`src/core/cmiu_regs.svh`:
```
/*
 * register map, control bit positions and serial framing figures of the
 * channel match interrupt unit.
 * assumes: included by bare name from each core module file.
 */
`ifndef CMIU_REGS_SVH
`define CMIU_REGS_SVH

// ---------------------------------------------------------------------
// register offsets on the parallel bus
// ---------------------------------------------------------------------
`define CMIU_ADDR_W        6
`define CMIU_OFF_CTRL1     6'h20
`define CMIU_OFF_VECTOR    6'h22
`define CMIU_OFF_FLAGS1    6'h24
`define CMIU_OFF_FLAGS2    6'h25
`define CMIU_OFF_IMAGE1    6'h26
`define CMIU_OFF_IMAGE2    6'h27
`define CMIU_OFF_MASK1     6'h28
`define CMIU_OFF_MASK2     6'h29
`define CMIU_OFF_MATCH1    6'h2A
`define CMIU_OFF_MATCH2    6'h2B
`define CMIU_OFF_SLOT1     6'h2C
`define CMIU_OFF_SLOT2     6'h2D

// ---------------------------------------------------------------------
// control register 1 bits and vector layout
// ---------------------------------------------------------------------
`define CMIU_BIT_GATE1     0
`define CMIU_BIT_GATE2     1
`define CMIU_BIT_KIND1     2
`define CMIU_BIT_KIND2     3
`define CMIU_BIT_CLEAR     6
`define CMIU_CTRL1_MASK    8'h4F
`define CMIU_VEC_UPPER     8'hFC
`define CMIU_RESET_BYTE    8'h00
`define CMIU_ALL_ONES      8'hFF
`define CMIU_STATIC_FLAG   8'h01

// ---------------------------------------------------------------------
// serial framing
// ---------------------------------------------------------------------
`define CMIU_EDGE_CNT_W    9
`define CMIU_BYTE_DONE     4'hF

`endif

```
`src/core/cmiu_pkg.sv`:
```
/*
 * types shared by the channel match interrupt unit.
 * assumes: compiled before every module of the unit.
 */
package cmiu_pkg;

   // one received slot byte, strobed once per slot
   typedef struct packed {
      logic       strobe;
      logic [4:0] chan;
      logic [7:0] data;
   } cmiu_slot_t;

   // per path settings written by the processor
   typedef struct packed {
      logic [7:0] slot_sel;
      logic [7:0] match;
      logic [7:0] mask;
      logic       kind;
      logic       gate;
   } cmiu_cfg_t;

   // per path state shown to the processor
   typedef struct packed {
      logic [7:0] image;
      logic [7:0] flags;
      logic       pending;
   } cmiu_stat_t;

   typedef enum logic {
      CMIU_WATCH = 1'b0,
      CMIU_HELD  = 1'b1
   } cmiu_state_t;

endpackage : cmiu_pkg

```
`src/core/cmiu_slot_rx.sv`:
```
/*
 * serial slot receiver: counts bit clock falls, shifts the input stream
 * msb first and strobes each completed slot byte with its channel.
 * assumes: bit clock, frame pulse and data are synchronous to core_clk_i
 * and much slower than it.
 */
`timescale 1ns/1ns
`default_nettype none
`include "cmiu_regs.svh"

module cmiu_slot_rx
   import cmiu_pkg::*;
#(
   parameter int SLOT_W = 8
) (
   input  wire logic       core_clk_i,
   input  wire logic       rst_i,
   input  wire logic       bit_clk_i,
   input  wire logic       frame_n_i,
   input  wire logic       serial_input_stream0_i,
   output var  cmiu_slot_t slot_o
);

   if (SLOT_W != 8) begin : g_chk
      $error("cmiu_slot_rx: only byte wide slots are served");
   end

   logic                         clk_q,   clk_d;
   logic                         arm_q,   arm_d;
   logic [`CMIU_EDGE_CNT_W-1:0]  cnt_q,   cnt_d;
   logic [SLOT_W-1:0]            shift_q, shift_d;
   cmiu_slot_t                   slot_q,  slot_d;
   logic                         fall;

   // ------------------------------------------------------------------
   // bit timing
   // ------------------------------------------------------------------
   always_comb begin
      fall    = clk_q & ~bit_clk_i;
      clk_d   = bit_clk_i;
      arm_d   = arm_q | ~frame_n_i;
      cnt_d   = cnt_q;
      shift_d = shift_q;
      slot_d  = slot_q;
      slot_d.strobe = 1'b0;
      if (fall) begin
         if (arm_q) begin
            cnt_d = '0;
            arm_d = ~frame_n_i;
         end else begin
            cnt_d = cnt_q + 1'b1;
         end
         if (!arm_q && cnt_d[0]) begin
            shift_d = {shift_q[SLOT_W-2:0], serial_input_stream0_i};
            if (cnt_d[3:0] == `CMIU_BYTE_DONE) begin
               slot_d.strobe = 1'b1;
               slot_d.chan   = cnt_d[8:4];
               slot_d.data   = shift_d;
            end
         end
      end
   end

   always_ff @(posedge core_clk_i or posedge rst_i) begin
      if (rst_i) begin
         clk_q   <= 1'b0;
         arm_q   <= 1'b0;
         cnt_q   <= '0;
         shift_q <= '0;
         slot_q  <= '0;
      end else begin
         clk_q   <= clk_d;
         arm_q   <= arm_d;
         cnt_q   <= cnt_d;
         shift_q <= shift_d;
         slot_q  <= slot_d;
      end
   end

   assign slot_o = slot_q;

endmodule : cmiu_slot_rx
`default_nettype wire

```
`src/core/cmiu_path.sv`:
```
/*
 * one interrupt path: watches the chosen slot, keeps the captured byte,
 * the cause flags and the pending state.
 * assumes: slot strobes come from cmiu_slot_rx; read strobes are one
 * cycle per processor access.
 */
`timescale 1ns/1ns
`default_nettype none
`include "cmiu_regs.svh"

module cmiu_path
   import cmiu_pkg::*;
(
   input  wire logic       core_clk_i,
   input  wire logic       rst_i,
   input  wire logic       active_i,
   input  wire cmiu_slot_t slot_i,
   input  wire cmiu_cfg_t  cfg_i,
   input  wire logic       clear_all_i,
   input  wire logic       rd_image_i,
   input  wire logic       rd_flags_i,
   output var  cmiu_stat_t stat_o
);

   cmiu_state_t  st_q,    st_d;
   logic [7:0]   image_q, image_d;
   logic [7:0]   flags_q, flags_d;
   logic [7:0]   prev_q,  prev_d;
   logic         seen_q,  seen_d;
   logic         hit, stat_match;
   logic [7:0]   rise, fall, cause;

   // ------------------------------------------------------------------
   // detection and servicing
   // ------------------------------------------------------------------
   always_comb begin
      hit = slot_i.strobe && active_i && cfg_i.gate
            && (slot_i.chan == cfg_i.slot_sel[4:0]);
      stat_match = (((slot_i.data ~^ cfg_i.match) | cfg_i.mask)
                    == `CMIU_ALL_ONES);
      rise  = ~prev_q &  slot_i.data;
      fall  =  prev_q & ~slot_i.data;
      cause = (~cfg_i.match &  cfg_i.mask & rise)
            | ( cfg_i.match & ~cfg_i.mask & fall)
            | ( cfg_i.match &  cfg_i.mask & (rise | fall));
      st_d    = st_q;
      image_d = image_q;
      flags_d = flags_q;
      prev_d  = prev_q;
      seen_d  = seen_q;
      if (rd_image_i) begin
         image_d = `CMIU_RESET_BYTE;
         if (!cfg_i.kind) begin
            st_d = CMIU_WATCH;
         end
      end
      if (rd_flags_i) begin
         flags_d = `CMIU_RESET_BYTE;
         if (cfg_i.kind) begin
            st_d = CMIU_WATCH;
         end
      end
      if (hit) begin
         prev_d = slot_i.data;
         seen_d = 1'b1;
         if (st_q == CMIU_WATCH) begin
            image_d = slot_i.data;
            if (!cfg_i.kind && stat_match) begin
               st_d    = CMIU_HELD;
               flags_d = flags_d | `CMIU_STATIC_FLAG;
            end else if (cfg_i.kind && seen_q && cause != '0) begin
               st_d    = CMIU_HELD;
               flags_d = flags_d | cause;
            end
         end
      end
      if (clear_all_i) begin
         st_d    = CMIU_WATCH;
         image_d = `CMIU_RESET_BYTE;
         flags_d = `CMIU_RESET_BYTE;
      end
      stat_o.image   = image_q;
      stat_o.flags   = flags_q;
      stat_o.pending = (st_q == CMIU_HELD);
   end

   always_ff @(posedge core_clk_i or posedge rst_i) begin
      if (rst_i) begin
         st_q    <= CMIU_WATCH;
         image_q <= `CMIU_RESET_BYTE;
         flags_q <= `CMIU_RESET_BYTE;
         prev_q  <= `CMIU_RESET_BYTE;
         seen_q  <= 1'b0;
      end else begin
         st_q    <= st_d;
         image_q <= image_d;
         flags_q <= flags_d;
         prev_q  <= prev_d;
         seen_q  <= seen_d;
      end
   end

   // ------------------------------------------------------------------
   // checks
   // ------------------------------------------------------------------
   a_held_image_frozen: assert property (
      @(posedge core_clk_i) disable iff (rst_i)
      (st_q == CMIU_HELD && !rd_image_i && !clear_all_i)
      |=> image_q == $past(image_q))
      else $error("image changed while path held");

   a_static_sets_flag: assert property (
      @(posedge core_clk_i) disable iff (rst_i)
      (hit && st_q == CMIU_WATCH && !cfg_i.kind && stat_match
       && !clear_all_i)
      |=> flags_q[0] && st_q == CMIU_HELD && image_q == $past(slot_i.data))
      else $error("static match did not raise path");

   a_dyn_flags_cause: assert property (
      @(posedge core_clk_i) disable iff (rst_i)
      (hit && st_q == CMIU_WATCH && cfg_i.kind && seen_q && cause != '0
       && !clear_all_i && !rd_flags_i)
      |=> (flags_q & $past(cause)) == $past(cause))
      else $error("dynamic cause bits not flagged");

   a_no_event_off: assert property (
      @(posedge core_clk_i) disable iff (rst_i)
      (!active_i && st_q == CMIU_WATCH) |=> st_q == CMIU_WATCH)
      else $error("path raised while inactive");

   a_clear_all_path: assert property (
      @(posedge core_clk_i) disable iff (rst_i)
      clear_all_i |=> !stat_o.pending && flags_q == '0 && image_q == '0)
      else $error("clear all left path state");

endmodule : cmiu_path
`default_nettype wire

```
`src/core/cmiu_top.sv`:
```
/*
 * channel match interrupt unit: register file on the parallel bus,
 * two interrupt paths, vector fetch and interrupt request pin.
 * assumes: bus strobes and serial pins are synchronous to core_clk_i;
 * a bus access holds cs_n_i low for at least two clock cycles.
 */
`timescale 1ns/1ns
`default_nettype none
`include "cmiu_regs.svh"

module cmiu_top
   import cmiu_pkg::*;
(
   input  wire logic                    core_clk_i,
   input  wire logic                    rst_i,
   input  wire logic                    mode1_sel_i,
   input  wire logic                    bit_clk_i,
   input  wire logic                    frame_n_i,
   input  wire logic                    serial_input_stream0_i,
   input  wire logic                    cs_n_i,
   input  wire logic                    rw_i,
   input  wire logic [`CMIU_ADDR_W-1:0] addr_i,
   input  wire logic [7:0]              data_i,
   output logic      [7:0]              data_o,
   output logic                         data_oe_o,
   input  wire logic                    vector_fetch_ack_n_i,
   output logic                         irq_n_o
);

   function automatic logic reg_hit(input logic [`CMIU_ADDR_W-1:0] a,
                                    input logic [`CMIU_ADDR_W-1:0] off);
      reg_hit = (a == off);
   endfunction : reg_hit

   cmiu_slot_t   slot;
   cmiu_cfg_t    cfg      [2];
   cmiu_stat_t   stat     [2];
   logic [1:0]   rd_image, rd_flags;

   logic [7:0]   ctrl_q,  ctrl_d;
   logic [7:0]   vecu_q,  vecu_d;
   logic [7:0]   sel_q    [2];
   logic [7:0]   sel_d    [2];
   logic [7:0]   match_q  [2];
   logic [7:0]   match_d  [2];
   logic [7:0]   mask_q   [2];
   logic [7:0]   mask_d   [2];
   logic         cs_q,    cs_d;
   logic [7:0]   dout_q,  dout_d;
   logic         irq_q,   irq_d;
   logic         start, rd_start, wr_start, clear_all;
   logic [7:0]   vector, rd_mux;
   logic [1:0]   pend_gated;

   // ------------------------------------------------------------------
   // serial receiver and paths
   // ------------------------------------------------------------------
   cmiu_slot_rx #(
      .SLOT_W (8)
   ) u_rx (
      .core_clk_i             (core_clk_i),
      .rst_i                  (rst_i),
      .bit_clk_i              (bit_clk_i),
      .frame_n_i              (frame_n_i),
      .serial_input_stream0_i (serial_input_stream0_i),
      .slot_o                 (slot)
   );

   for (genvar p = 0; p < 2; p++) begin : g_path
      always_comb begin
         cfg[p].slot_sel = sel_q[p];
         cfg[p].match    = match_q[p];
         cfg[p].mask     = mask_q[p];
         cfg[p].kind     = ctrl_q[`CMIU_BIT_KIND1 + p];
         cfg[p].gate     = ctrl_q[`CMIU_BIT_GATE1 + p];
      end
      cmiu_path u_path (
         .core_clk_i  (core_clk_i),
         .rst_i       (rst_i),
         .active_i    (mode1_sel_i),
         .slot_i      (slot),
         .cfg_i       (cfg[p]),
         .clear_all_i (clear_all),
         .rd_image_i  (rd_image[p]),
         .rd_flags_i  (rd_flags[p]),
         .stat_o      (stat[p])
      );
   end

   // ------------------------------------------------------------------
   // register file
   // ------------------------------------------------------------------
   always_comb begin
      cs_d      = ~cs_n_i;
      start     = ~cs_n_i & ~cs_q;
      rd_start  = start & rw_i;
      wr_start  = start & ~rw_i;
      clear_all = ctrl_q[`CMIU_BIT_CLEAR];
      rd_image  = {rd_start & reg_hit(addr_i, `CMIU_OFF_IMAGE2),
                   rd_start & reg_hit(addr_i, `CMIU_OFF_IMAGE1)};
      rd_flags  = {rd_start & reg_hit(addr_i, `CMIU_OFF_FLAGS2),
                   rd_start & reg_hit(addr_i, `CMIU_OFF_FLAGS1)};
      vector    = (vecu_q & `CMIU_VEC_UPPER)
                | {6'h00, stat[1].pending, stat[0].pending};
      ctrl_d    = ctrl_q;
      ctrl_d[`CMIU_BIT_CLEAR] = 1'b0;
      vecu_d    = vecu_q;
      sel_d     = sel_q;
      match_d   = match_q;
      mask_d    = mask_q;
      if (wr_start) begin
         if (reg_hit(addr_i, `CMIU_OFF_CTRL1)) begin
            ctrl_d = data_i & `CMIU_CTRL1_MASK;
         end
         if (reg_hit(addr_i, `CMIU_OFF_VECTOR)) begin
            vecu_d = data_i & `CMIU_VEC_UPPER;
         end
         for (int p = 0; p < 2; p++) begin
            if (reg_hit(addr_i, `CMIU_OFF_SLOT1 + 6'(p))) begin
               sel_d[p] = data_i;
            end
            if (reg_hit(addr_i, `CMIU_OFF_MATCH1 + 6'(p))) begin
               match_d[p] = data_i;
            end
            if (reg_hit(addr_i, `CMIU_OFF_MASK1 + 6'(p))) begin
               mask_d[p] = data_i;
            end
         end
      end
      case (addr_i)
         `CMIU_OFF_CTRL1:  rd_mux = ctrl_q;
         `CMIU_OFF_VECTOR: rd_mux = vector;
         `CMIU_OFF_FLAGS1: rd_mux = stat[0].flags;
         `CMIU_OFF_FLAGS2: rd_mux = stat[1].flags;
         `CMIU_OFF_IMAGE1: rd_mux = stat[0].image;
         `CMIU_OFF_IMAGE2: rd_mux = stat[1].image;
         `CMIU_OFF_MASK1:  rd_mux = mask_q[0];
         `CMIU_OFF_MASK2:  rd_mux = mask_q[1];
         `CMIU_OFF_MATCH1: rd_mux = match_q[0];
         `CMIU_OFF_MATCH2: rd_mux = match_q[1];
         `CMIU_OFF_SLOT1:  rd_mux = sel_q[0];
         `CMIU_OFF_SLOT2:  rd_mux = sel_q[1];
         default:          rd_mux = `CMIU_RESET_BYTE;
      endcase
   end

   // ------------------------------------------------------------------
   // data bus, vector fetch and request pin
   // ------------------------------------------------------------------
   always_comb begin
      dout_d = dout_q;
      if (!vector_fetch_ack_n_i) begin
         dout_d = vector;
      end else if (rd_start) begin
         dout_d = rd_mux;
      end
      for (int p = 0; p < 2; p++) begin
         pend_gated[p] = stat[p].pending
                       & ctrl_q[`CMIU_BIT_GATE1 + p];
      end
      irq_d     = ~(mode1_sel_i & (|pend_gated));
      data_oe_o = ~vector_fetch_ack_n_i | (~cs_n_i & rw_i);
   end

   always_ff @(posedge core_clk_i or posedge rst_i) begin
      if (rst_i) begin
         ctrl_q  <= `CMIU_RESET_BYTE;
         vecu_q  <= `CMIU_RESET_BYTE;
         for (int p = 0; p < 2; p++) begin
            sel_q[p]   <= `CMIU_RESET_BYTE;
            match_q[p] <= `CMIU_RESET_BYTE;
            mask_q[p]  <= `CMIU_RESET_BYTE;
         end
         cs_q    <= 1'b0;
         dout_q  <= `CMIU_RESET_BYTE;
         irq_q   <= 1'b1;
      end else begin
         ctrl_q  <= ctrl_d;
         vecu_q  <= vecu_d;
         sel_q   <= sel_d;
         match_q <= match_d;
         mask_q  <= mask_d;
         cs_q    <= cs_d;
         dout_q  <= dout_d;
         irq_q   <= irq_d;
      end
   end

   assign data_o  = dout_q;
   assign irq_n_o = irq_q;

   // ------------------------------------------------------------------
   // checks
   // ------------------------------------------------------------------
   a_ack_drives_vector: assert property (
      @(posedge core_clk_i) disable iff (rst_i)
      (!vector_fetch_ack_n_i ##1 !vector_fetch_ack_n_i)
      |-> data_oe_o && data_o == $past(vector))
      else $error("vector not on bus during acknowledge");

   a_clear_self_resets: assert property (
      @(posedge core_clk_i) disable iff (rst_i)
      ctrl_q[`CMIU_BIT_CLEAR] |=> !ctrl_q[`CMIU_BIT_CLEAR]
      ##1 vector[1:0] == 2'b00 || $past(slot.strobe))
      else $error("clear all bit stuck or path bits kept");

   a_irq_follows: assert property (
      @(posedge core_clk_i) disable iff (rst_i)
      (mode1_sel_i && |pend_gated) |=> !irq_n_o)
      else $error("request not raised for pending path");

   a_irq_mode_only: assert property (
      @(posedge core_clk_i) disable iff (rst_i)
      !mode1_sel_i |=> irq_n_o)
      else $error("request outside operating mode 1");

   a_vector_low_bits: assert property (
      @(posedge core_clk_i) disable iff (rst_i)
      vector[1:0] == {stat[1].pending, stat[0].pending}
      && (vector & ~`CMIU_VEC_UPPER) == {6'h00, vector[1:0]})
      else $error("vector path bits wrong");

   a_vector_write: assert property (
      @(posedge core_clk_i) disable iff (rst_i)
      (wr_start && addr_i == `CMIU_OFF_VECTOR)
      |=> vecu_q == ($past(data_i) & `CMIU_VEC_UPPER))
      else $error("vector upper bits not stored");

   a_ctrl_write: assert property (
      @(posedge core_clk_i) disable iff (rst_i)
      (wr_start && addr_i == `CMIU_OFF_CTRL1)
      |=> ctrl_q == ($past(data_i) & `CMIU_CTRL1_MASK))
      else $error("control register write lost");

   a_slot_write: assert property (
      @(posedge core_clk_i) disable iff (rst_i)
      (wr_start && addr_i == `CMIU_OFF_SLOT1)
      |=> cfg[0].slot_sel == $past(data_i))
      else $error("slot select write lost");

   a_read_oe: assert property (
      @(posedge core_clk_i) disable iff (rst_i)
      (!cs_n_i && rw_i) |-> data_oe_o)
      else $error("read cycle not driving bus");

   a_bus_idle_oe: assert property (
      @(posedge core_clk_i) disable iff (rst_i)
      (cs_n_i && vector_fetch_ack_n_i) |-> !data_oe_o)
      else $error("bus driven while idle");

   a_data_stands: assert property (
      @(posedge core_clk_i) disable iff (rst_i)
      (!rd_start && vector_fetch_ack_n_i) |=> $stable(data_o))
      else $error("read data changed without access");

   a_image_read_data: assert property (
      @(posedge core_clk_i) disable iff (rst_i)
      (rd_start && vector_fetch_ack_n_i && addr_i == `CMIU_OFF_IMAGE1)
      |=> data_o == $past(stat[0].image))
      else $error("image read returned wrong byte");

   a_image_read_clr: assert property (
      @(posedge core_clk_i) disable iff (rst_i)
      (rd_image[0] && !slot.strobe) |=> stat[0].image == '0)
      else $error("image not cleared by read");

   a_flags_read_clr: assert property (
      @(posedge core_clk_i) disable iff (rst_i)
      (rd_flags[1] && !slot.strobe) |=> stat[1].flags == '0)
      else $error("flags not cleared by read");

   a_static_release: assert property (
      @(posedge core_clk_i) disable iff (rst_i)
      (rd_image[0] && !cfg[0].kind && !slot.strobe) |=> !stat[0].pending)
      else $error("static path kept after image read");

   a_gate_off_quiet: assert property (
      @(posedge core_clk_i) disable iff (rst_i)
      (!ctrl_q[`CMIU_BIT_GATE1] && !ctrl_q[`CMIU_BIT_GATE2]) |=> irq_n_o)
      else $error("request raised with both paths gated off");

   a_clear_all_vec: assert property (
      @(posedge core_clk_i) disable iff (rst_i)
      clear_all |=> vector[1:0] == 2'b00)
      else $error("clear all left vector path bits");

endmodule : cmiu_top
`default_nettype wire

```
`config.mk`:
```
export PLATFORM = sky130hd
export DESIGN_NAME = cmiu_top
export DESIGN_NICKNAME = d
export VERILOG_FILES = /design/src/core/cmiu_pkg.sv /design/src/core/cmiu_slot_rx.sv /design/src/core/cmiu_path.sv /design/src/core/cmiu_top.sv
export VERILOG_INCLUDE_DIRS = /design/src /design/src/core
export SDC_FILE = /design/constraint.sdc
export NUM_CORES = 1
export LEC_CHECK = 0
export BUFFER_PORTS_ARGS = -buffer_cell sky130_fd_sc_hd__buf_2
export CAP_MARGIN = 10
export CELL_PAD_IN_SITES_DETAIL_PLACEMENT = 0
export CELL_PAD_IN_SITES_GLOBAL_PLACEMENT = 1
export CORE_ASPECT_RATIO = 0.9
export CORE_MARGIN = 2
export CORE_UTILIZATION = 54
export CTS_CLUSTER_DIAMETER = 100
export CTS_CLUSTER_SIZE = 24
export DETAILED_ROUTE_END_ITERATION = 10
export PLACE_DENSITY = 0.83
export SETUP_SLACK_MARGIN = 0.1
export SLEW_MARGIN = 20
export SYNTH_ARGS = -nofsm -noshare
export SYNTH_HDL_FRONTEND = slang
export SYNTH_HIERARCHICAL = 1
export SYNTH_SLANG_ARGS = --single-unit
```
`constraint.sdc`:
```
create_clock -name core_clk_i -period 4.35 [get_ports core_clk_i]
set_input_delay 0.435 -clock core_clk_i [delete_from_list [all_inputs] [get_ports core_clk_i]]
set_output_delay 0.435 -clock core_clk_i [all_outputs]
set_load 0.03 [all_outputs]
```
==> impl_metrics.py, run 1 <==
metrics = {
    "run_status": {
        "status": "complete, no violations",
    },
    "critical_path": {
        "crit_path_start_kind": "register",
        "worstPathRequired_ns": 4.65,
        "critical_path_arrival_ns": 2.77,
        "worstPathCellList": "or3_1 -> nor3_1 -> mux2i_1 -> a21oi_1 -> a311oi_1",
        "cp_slowest_stage_delay_ns": 0.92,
        "critical_path_buf_inv_count": 0,
        "end_kind": "register",
        "cp_slowest_cell": "nor3_1",
        "path_max_fanout": 13,
        "crit_type": "reg -> reg",
        "cp_top_family": "simple AND/OR/NAND/NOR gates",
    },
    "sta": {
        "finalMaxSlewViolations": 0,
        "hold_viol": 0,
        "tightest_slew_ns": 1.05,
        "fin_skew_ns": 0.00904,
        "post-route-period-util": 0.568,
        "rsz0062_at_grt": "no",
        "finalCriticalPeriod_ns": 2.47,
        "final.setup.tns_ns": 0,
        "relSlewSlack": 0.297,
        "fmax_mhz": 405,
        "setup_viol": 0,
        "setup_ws_ns": 1.88,
    },
    "layout": {
        "fin_nets": 888,
        "area_delta_synth_final_pct": 10.3,
        "diodes": 0,
        "drive_gt1_frac": 0.206,
        "stdcell_count": 1047,
    },
    "power_and_ir_drop": {
        "ir_worst_vdd_mv": 0.296,
        "power_density_nw_per_um2": 350,
        "p_leak_nw": 4.19,
    },
    "clocking": {
        "cts_tree": "yes",
        "htreeDepth": 4,
        "cts_num_sinks": 153,
        "postCtsHoldBufs": 0,
        "root_buffer": "clkbuf_16",
        "cts_buffer_depth": 2,
        "cts_setup_buffers": 0,
        "cts_resized": 0,
        "numCtsBuffers": 17,
        "insertion_delay_ns": 0.43,
        "path_clk_slew_ns": 0.07,
    },
    "drt": {
        "antenna_left": 0,
        "drt_iter0_drc": 639,
        "dr.pass1.iters": 6,
        "wl_um": 24100,
        "route.vias.total": 6583,
        "drt-vias-per-instance": 6.29,
        "wire_per_inst_um": 23.0,
        "drc_errors": 0,
    },
    "global_routing": {
        "grt_usage": 0.303,
        "antenna_found_initial": 0,
        "grt_overflow": 0,
        "grt_pass1_wl_um": 37000,
        "grt_pass1_vias": 6348,
        "grt_max_degree": 70,
    },
    "run": {
        "drv_cap": 0,
    },
    "place": {
        "placed_cells": 1015,
        "dp.final_hpwl_um": 17000,
        "port_buffers": 32,
        "dp_slack_ns": 1.64,
        "place.gp.congestion": 0.998,
    },
    "synthesis": {
        "netlist.area_leader.share": 0.453,
        "syn_avg_cell_area_um2": 10.4,
        "synthTopCellsByArea": "dfrtp_1 45%, mux2_2 7.8%, ha_1 4.9%, nand2_1 4.3%, o21ai_0 2.9%",
        "synth.top_cells.by_count": "152 x dfrtp_1, 96 x nand2_1, 58 x mux2_2",
        "ys_types": 79,
        "synthFlopType": "dfrtp_1",
        "synth_nets": 863,
        "async_flop_share": 1.00,
        "yosysMostFrequentCell": "dfrtp_1",
        "yosysTopAreaCell": "dfrtp_1",
        "ys_ff_latch": 153,
        "synth_warnings": 6,
        "syn_area_um2": 8400,
        "synth-edff-count": 0,
        "yosysSeqAreaShare": 0.456,
        "syn-instance-count": 807,
    },
    "die": {
        "rows": 43,
        "die_w_um": 135,
        "start_util": 0.548,
        "coreArea_um2": 15300,
        "pin_count": 33,
        "die_y_um": 122,
        "fp.dieArea_um2": 16600,
    },
    "worst_hold_path": {
        "hold_class": "in -> async",
    },
}
cell type report:
cell class / instances / area (um2)
fill: 1291 / 6060
multi-input combinational: 576 / 4220
sequential: 153 / 3830
clock buffer: 18 / 429
tap: 202 / 253
timing repair buffer: 37 / 198
inverter: 47 / 176
clock inverter: 14 / 164
power breakdown:
part	leakage, nW	internal (W)	switching (W)
Combinational	1.80	0.0000832	0.000127
Sequential	2.10	0.00147	0.0000639
Clock	0.289	0.000859	0.000637
logic make-up (layout without fill, tap and decap cells):
| group | after synthesis | count (layout) | synth area share |
|---|---|---|---|
| AO/OA/AOI/OAI | 162 | 162 | 0.126 |
| XOR/XNOR | 30 | 30 | 0.0313 |
| adder cells (fa/ha/maj) | 33 | 33 | 0.0492 |
| buffers and inverters | 78 | 116 | 0.0419 |
| flip-flops | 153 | 153 | 0.456 |
| multiplexers | 90 | 90 | 0.122 |
| AND/OR/NAND/NOR | 261 | 261 | 0.174 |
path summary, 6_finish.rpt:
| kind | from | to | slack (ns) | depth (start not counted) |
|---|---|---|---|---|
| worst max-delay path | cs_q$_DFF_PP0_ | g_path[1].u_path/st_q$_DFF_PP0_ | 1.88 | 5 |
| worst min-delay path | rst_i | g_path[1].u_path/prev_q[2]$_DFFE_PP0P_ | 0.1 | 2 |
| worst max register to register | cs_q$_DFF_PP0_ | g_path[1].u_path/st_q$_DFF_PP0_ | 1.88 | 5 |
| worst min register to register | g_path[0].u_path/seen_q$_DFFE_PP0P_ | g_path[0].u_path/seen_q$_DFFE_PP0P_ | 0.48 | 1 |
| max in group asynchronous | rst_i | data_o[1]$_DFFE_PP0P_ | 3.39 | 3 |
| min in group core_clk_i | bit_clk_i | u_rx/clk_q$_DFF_PP0_ | 0.14 | 1 |
state kept, by name (all words and copies together), names as in the netlist:
register               cells
cfg                       48
g_path.u_path/flags_q     16
g_path.u_path/image_q     16
g_path.u_path/prev_q      16
u_rx/slot_o               14
u_rx/cnt_q                 9
data_o                     8
u_rx/shift_q               7
vecu_q                     6
ctrl_q                     5
g_path.u_path/seen_q       2
g_path.u_path/st_q         2
cs_q                       1
irq_n_o                    1
u_rx/arm_q                 1
u_rx/clk_q                 1
layer usage:
metal | vias to the layer above | track usage | wire (um)
met3 | 50 | 0.0752 | 2070
met1 | 3304 | 0.436 | 10600
met4 | 0 | 0.108 | 808
met5 | - | 0 | 0
li1 | 2938 | - | -
met2 | 291 | 0.449 | 10600
through the flow:
stage | util | total power [W] | hold WS, ns | cell area [um2]
detailed placement | 0.566 | 0.00177 | 0.470 | 8680
global placement | 0.566 | 0.00176 | 0.467 | 8680
finish | 0.604 | 0.00324 | 0.0965 | 9270
global route | 0.604 | 0.00334 | 0.130 | 9270
floorplan | - | 0.00168 | 0.435 | 8400
CTS | 0.604 | 0.00325 | 0.121 | 9270
cells in the final DEF, fill, tap and decap left out, types with 4 or more instances in the layout:
cell       instances
a22o_1             6
clkbuf_16         17
buf_4              5
inv_1             44
nand4_1            5
o31ai_1            6
xor2_1             9
mux2_1            13
nor2b_1           12
nand2b_1           9
nand2_1           96
nand3_1           15
nand3b_1           4
a22oi_1           10
o21ai_0           48
a31oi_1           22
and3_1             4
and3b_1           14
xnor2_1           21
dfrtp_1          152
mux2i_1           16
or3b_2            16
mux2_2            58
or3_1              5
nor2_1            28
o22ai_1            7
ha_1              33
or2_2             15
inv_6              5
nor3_1             9
buf_2             32
a32oi_1            7
a21oi_1           24
worst reg2reg max path: cells and delay by family, from the launching register on:
family	cells	cell delay, ns
DFF	1	0.38
and+or+nand+nor	2	1.50
AOI/OAI and AO/OA	2	0.27
muxes	1	0.20
No activity file was read; power rests on OpenSTA's default activity.
==> inputs of run 2 (changes only) <==
Settings changed: ABC_AREA from default to 1, CORE_UTILIZATION 54 to 42, PLACE_DENSITY 0.83 to 0.74.
Clock period 4.35 ns to 2.08 ns, I/O delays scaled along.
==> run 2 against run 1 <==
Synthesized cell count up 47%. Via count up 22%. Wire length up 14%.
==> impl_metrics.py, run 2 <==
metrics = {
    "drt": {
        "drt-vias-per-instance": 5.16,
        "wl_um": 27400,
        "route.vias.total": 8018,
        "dr.pass1.iters": 6,
        "wire_per_inst_um": 17.6,
        "antenna_left": 0,
        "drc_errors": 0,
        "drt_iter0_drc": 874,
    },
    "synthesis": {
        "netlist.area_leader.share": 0.428,
        "syn_area_um2": 8890,
        "ys_ff_latch": 153,
        "syn-instance-count": 1189,
        "synthFlopType": "dfrtp_1",
        "ys_types": 41,
        "synth-edff-count": 0,
        "yosysTopAreaCell": "dfrtp_1",
        "synthTopCellsByArea": "dfrtp_1 43%, nand2_1 15%, nand3_1 10%, o21ai_0 4.7%, ha_1 4.6%",
        "yosysSeqAreaShare": 0.431,
        "yosysMostFrequentCell": "nand2_1",
        "synth.top_cells.by_count": "365 x nand2_1, 179 x nand3_1, 152 x dfrtp_1",
        "synth_nets": 1245,
        "synth_warnings": 6,
        "async_flop_share": 1.00,
        "syn_avg_cell_area_um2": 7.48,
    },
    "power_and_ir_drop": {
        "swShare": 0.281,
        "internal-power_w": 0.00495,
        "combPwrFrac": 0.083,
        "p_clk_frac": 0.445,
        "p_switching_w": 0.00194,
        "p_total_w": 0.00688,
        "ir_worst_vdd_mv": 0.518,
        "seq_power_share": 0.472,
        "power_density_nw_per_um2": 673,
        "p_leak_nw": 5.11,
    },
    "die": {
        "fp.dieArea_um2": 22400,
        "start_util": 0.428,
        "coreArea_um2": 20800,
        "die_y_um": 142,
        "rows": 50,
        "die_w_um": 157,
        "pin_count": 33,
    },
    "global_routing": {
        "grt_usage": 0.258,
        "grt_pass1_wl_um": 43100,
        "grt_pass1_vias": 7392,
        "grt_overflow": 0,
        "grt_max_degree": 70,
        "antenna_found_initial": 0,
    },
    "critical_path": {
        "crit_type": "reg -> reg",
        "path_max_fanout": 8,
        "crit_path_start_kind": "register",
        "critical_path_arrival_ns": 2.22,
        "end_kind": "register",
        "worstPathRequired_ns": 2.43,
    },
    "clocking": {
        "htreeDepth": 4,
        "cts_buffer_depth": 2,
        "cts_num_sinks": 153,
        "path_clk_slew_ns": 0.07,
        "root_buffer": "clkbuf_16",
        "numCtsBuffers": 17,
        "cts_tree": "yes",
        "insertion_delay_ns": 0.43,
    },
    "sta": {
        "rsz0062_at_grt": "yes",
        "final.setup.tns_ns": 0,
        "tightest_slew_ns": 0.517,
        "hold_viol": 0,
        "finalCriticalPeriod_ns": 1.87,
        "post-route-period-util": 0.898,
        "relSlewSlack": 0.654,
        "fin_skew_ns": 0.0202,
        "fmax_mhz": 536,
        "finalMaxSlewViolations": 0,
        "setup_viol": 0,
    },
    "layout": {
        "drive_gt1_frac": 0.129,
        "area_delta_synth_final_pct": 15.0,
        "final_common_cell": "nand2_1",
        "largest_reg_flops": 48,
        "fin_nets": 1310,
        "diodes": 0,
        "final_cell_mix": "364 x nand2_1, 179 x nand3_1, 147 x dfrtp_1",
    },
    "worst_hold_path": {
        "hold_class": "in -> reg",
    },
    "run": {
        "drv_cap": 0,
    },
    "place": {
        "place.gp.congestion": 0.867,
        "port_buffers": 32,
        "dp.final_hpwl_um": 20400,
    },
    "run_status": {
        "status": "complete, no violations",
    },
}
run 2: final timing paths:
kind                                                           to                                start  depth (start not counted)  slack, ns
setup / recovery            g_path[1].u_path/flags_q[4]$_DFF_PP0_           u_rx/slot_o[3]$_DFFE_PP0P_                          9       0.21
hold / removal                                ctrl_q[6]$_DFF_PP0_                            addr_i[4]                          4       0.16
setup reg to reg            g_path[1].u_path/flags_q[4]$_DFF_PP0_           u_rx/slot_o[3]$_DFFE_PP0P_                          9       0.21
hold reg to reg               g_path[1].u_path/seen_q$_DFFE_PP0P_  g_path[1].u_path/seen_q$_DFFE_PP0P_                          1       0.48
max in group asynchronous              u_rx/slot_o[4]$_DFFE_PP0P_                                rst_i                          4       1.28
min in group asynchronous  g_path[0].u_path/prev_q[3]$_DFFE_PP0P_                                rst_i                          4       0.44
run 2: layout make-up:
class	count	area, um2
clock buffer	19	433
clock inverter	13	135
fill	2136	10500
inverter	117	439
multi-input combinational	883	4440
sequential	153	3840
tap	286	358
timing repair buffer	82	588
run 2: power groups by stage:
stage                     logic, W  clock network [W]  registers, W
after floorplan           0.000362                  0       0.00326
after global placement    0.000561                  0       0.00330
after detailed placement  0.000562                  0       0.00330
after CTS                 0.000573            0.00312       0.00324
after global routing      0.000646            0.00325       0.00326
final                     0.000574            0.00306       0.00325
run 2: repair_timing:
action	CTS	global route
resized for setup	1	8
setup endpoints to repair	1	13
pin swaps	0	1
hold buffers	6	0
hold endpoints to repair	157	0
setup buffers	0	2
run 2: metrics by stage:
step / worst slack, ns / hold slack, ns / cells / area [um2] / util
after floorplan: 0.134 / 0.239 / 1189 / 8890 / -
after global placement: 0.0984 / 0.331 / 1513 / 9570 / 0.461
after detailed placement: 0.0971 / 0.335 / 1513 / 9570 / 0.461
after CTS: 0.111 / 0.151 / 1551 / 10200 / 0.491
after global routing: 0.0817 / 0.180 / 1553 / 10200 / 0.493
final: 0.213 / 0.164 / 1553 / 10200 / 0.493
run 2: kinds of logic after synthesis:
| group | synth area share |
|---|---|
| simple gates | 0.360 |
| buf+inv | 0.0723 |
| flops | 0.431 |
| compound gates | 0.0830 |
| fa+ha+maj | 0.0464 |
| xor+xnor | 0.00788 |
run 2: routing by layer:
| layer | global-route usage | vias to the layer above | share of wire |
|---|---|---|---|
| met5 | 0 | - | 0 |
| met4 | 0.0689 | 0 | 0.019 |
| met3 | 0.0448 | 27 | 0.057 |
| met2 | 0.383 | 237 | 0.43 |
| met1 | 0.386 | 3751 | 0.49 |
| li1 | - | 4003 | - |
run 2: critical path: stages, from the launching register on:
cell,delay (ns)
dfrtp_1,0.50
inv_1,0.11
ha_1,0.30
nand3_1,0.08
nand2_1,0.10
nand2_1,0.08
nor2_1,0.04
nand2_1,0.19
nand4_1,0.22
a21oi_1,0.18
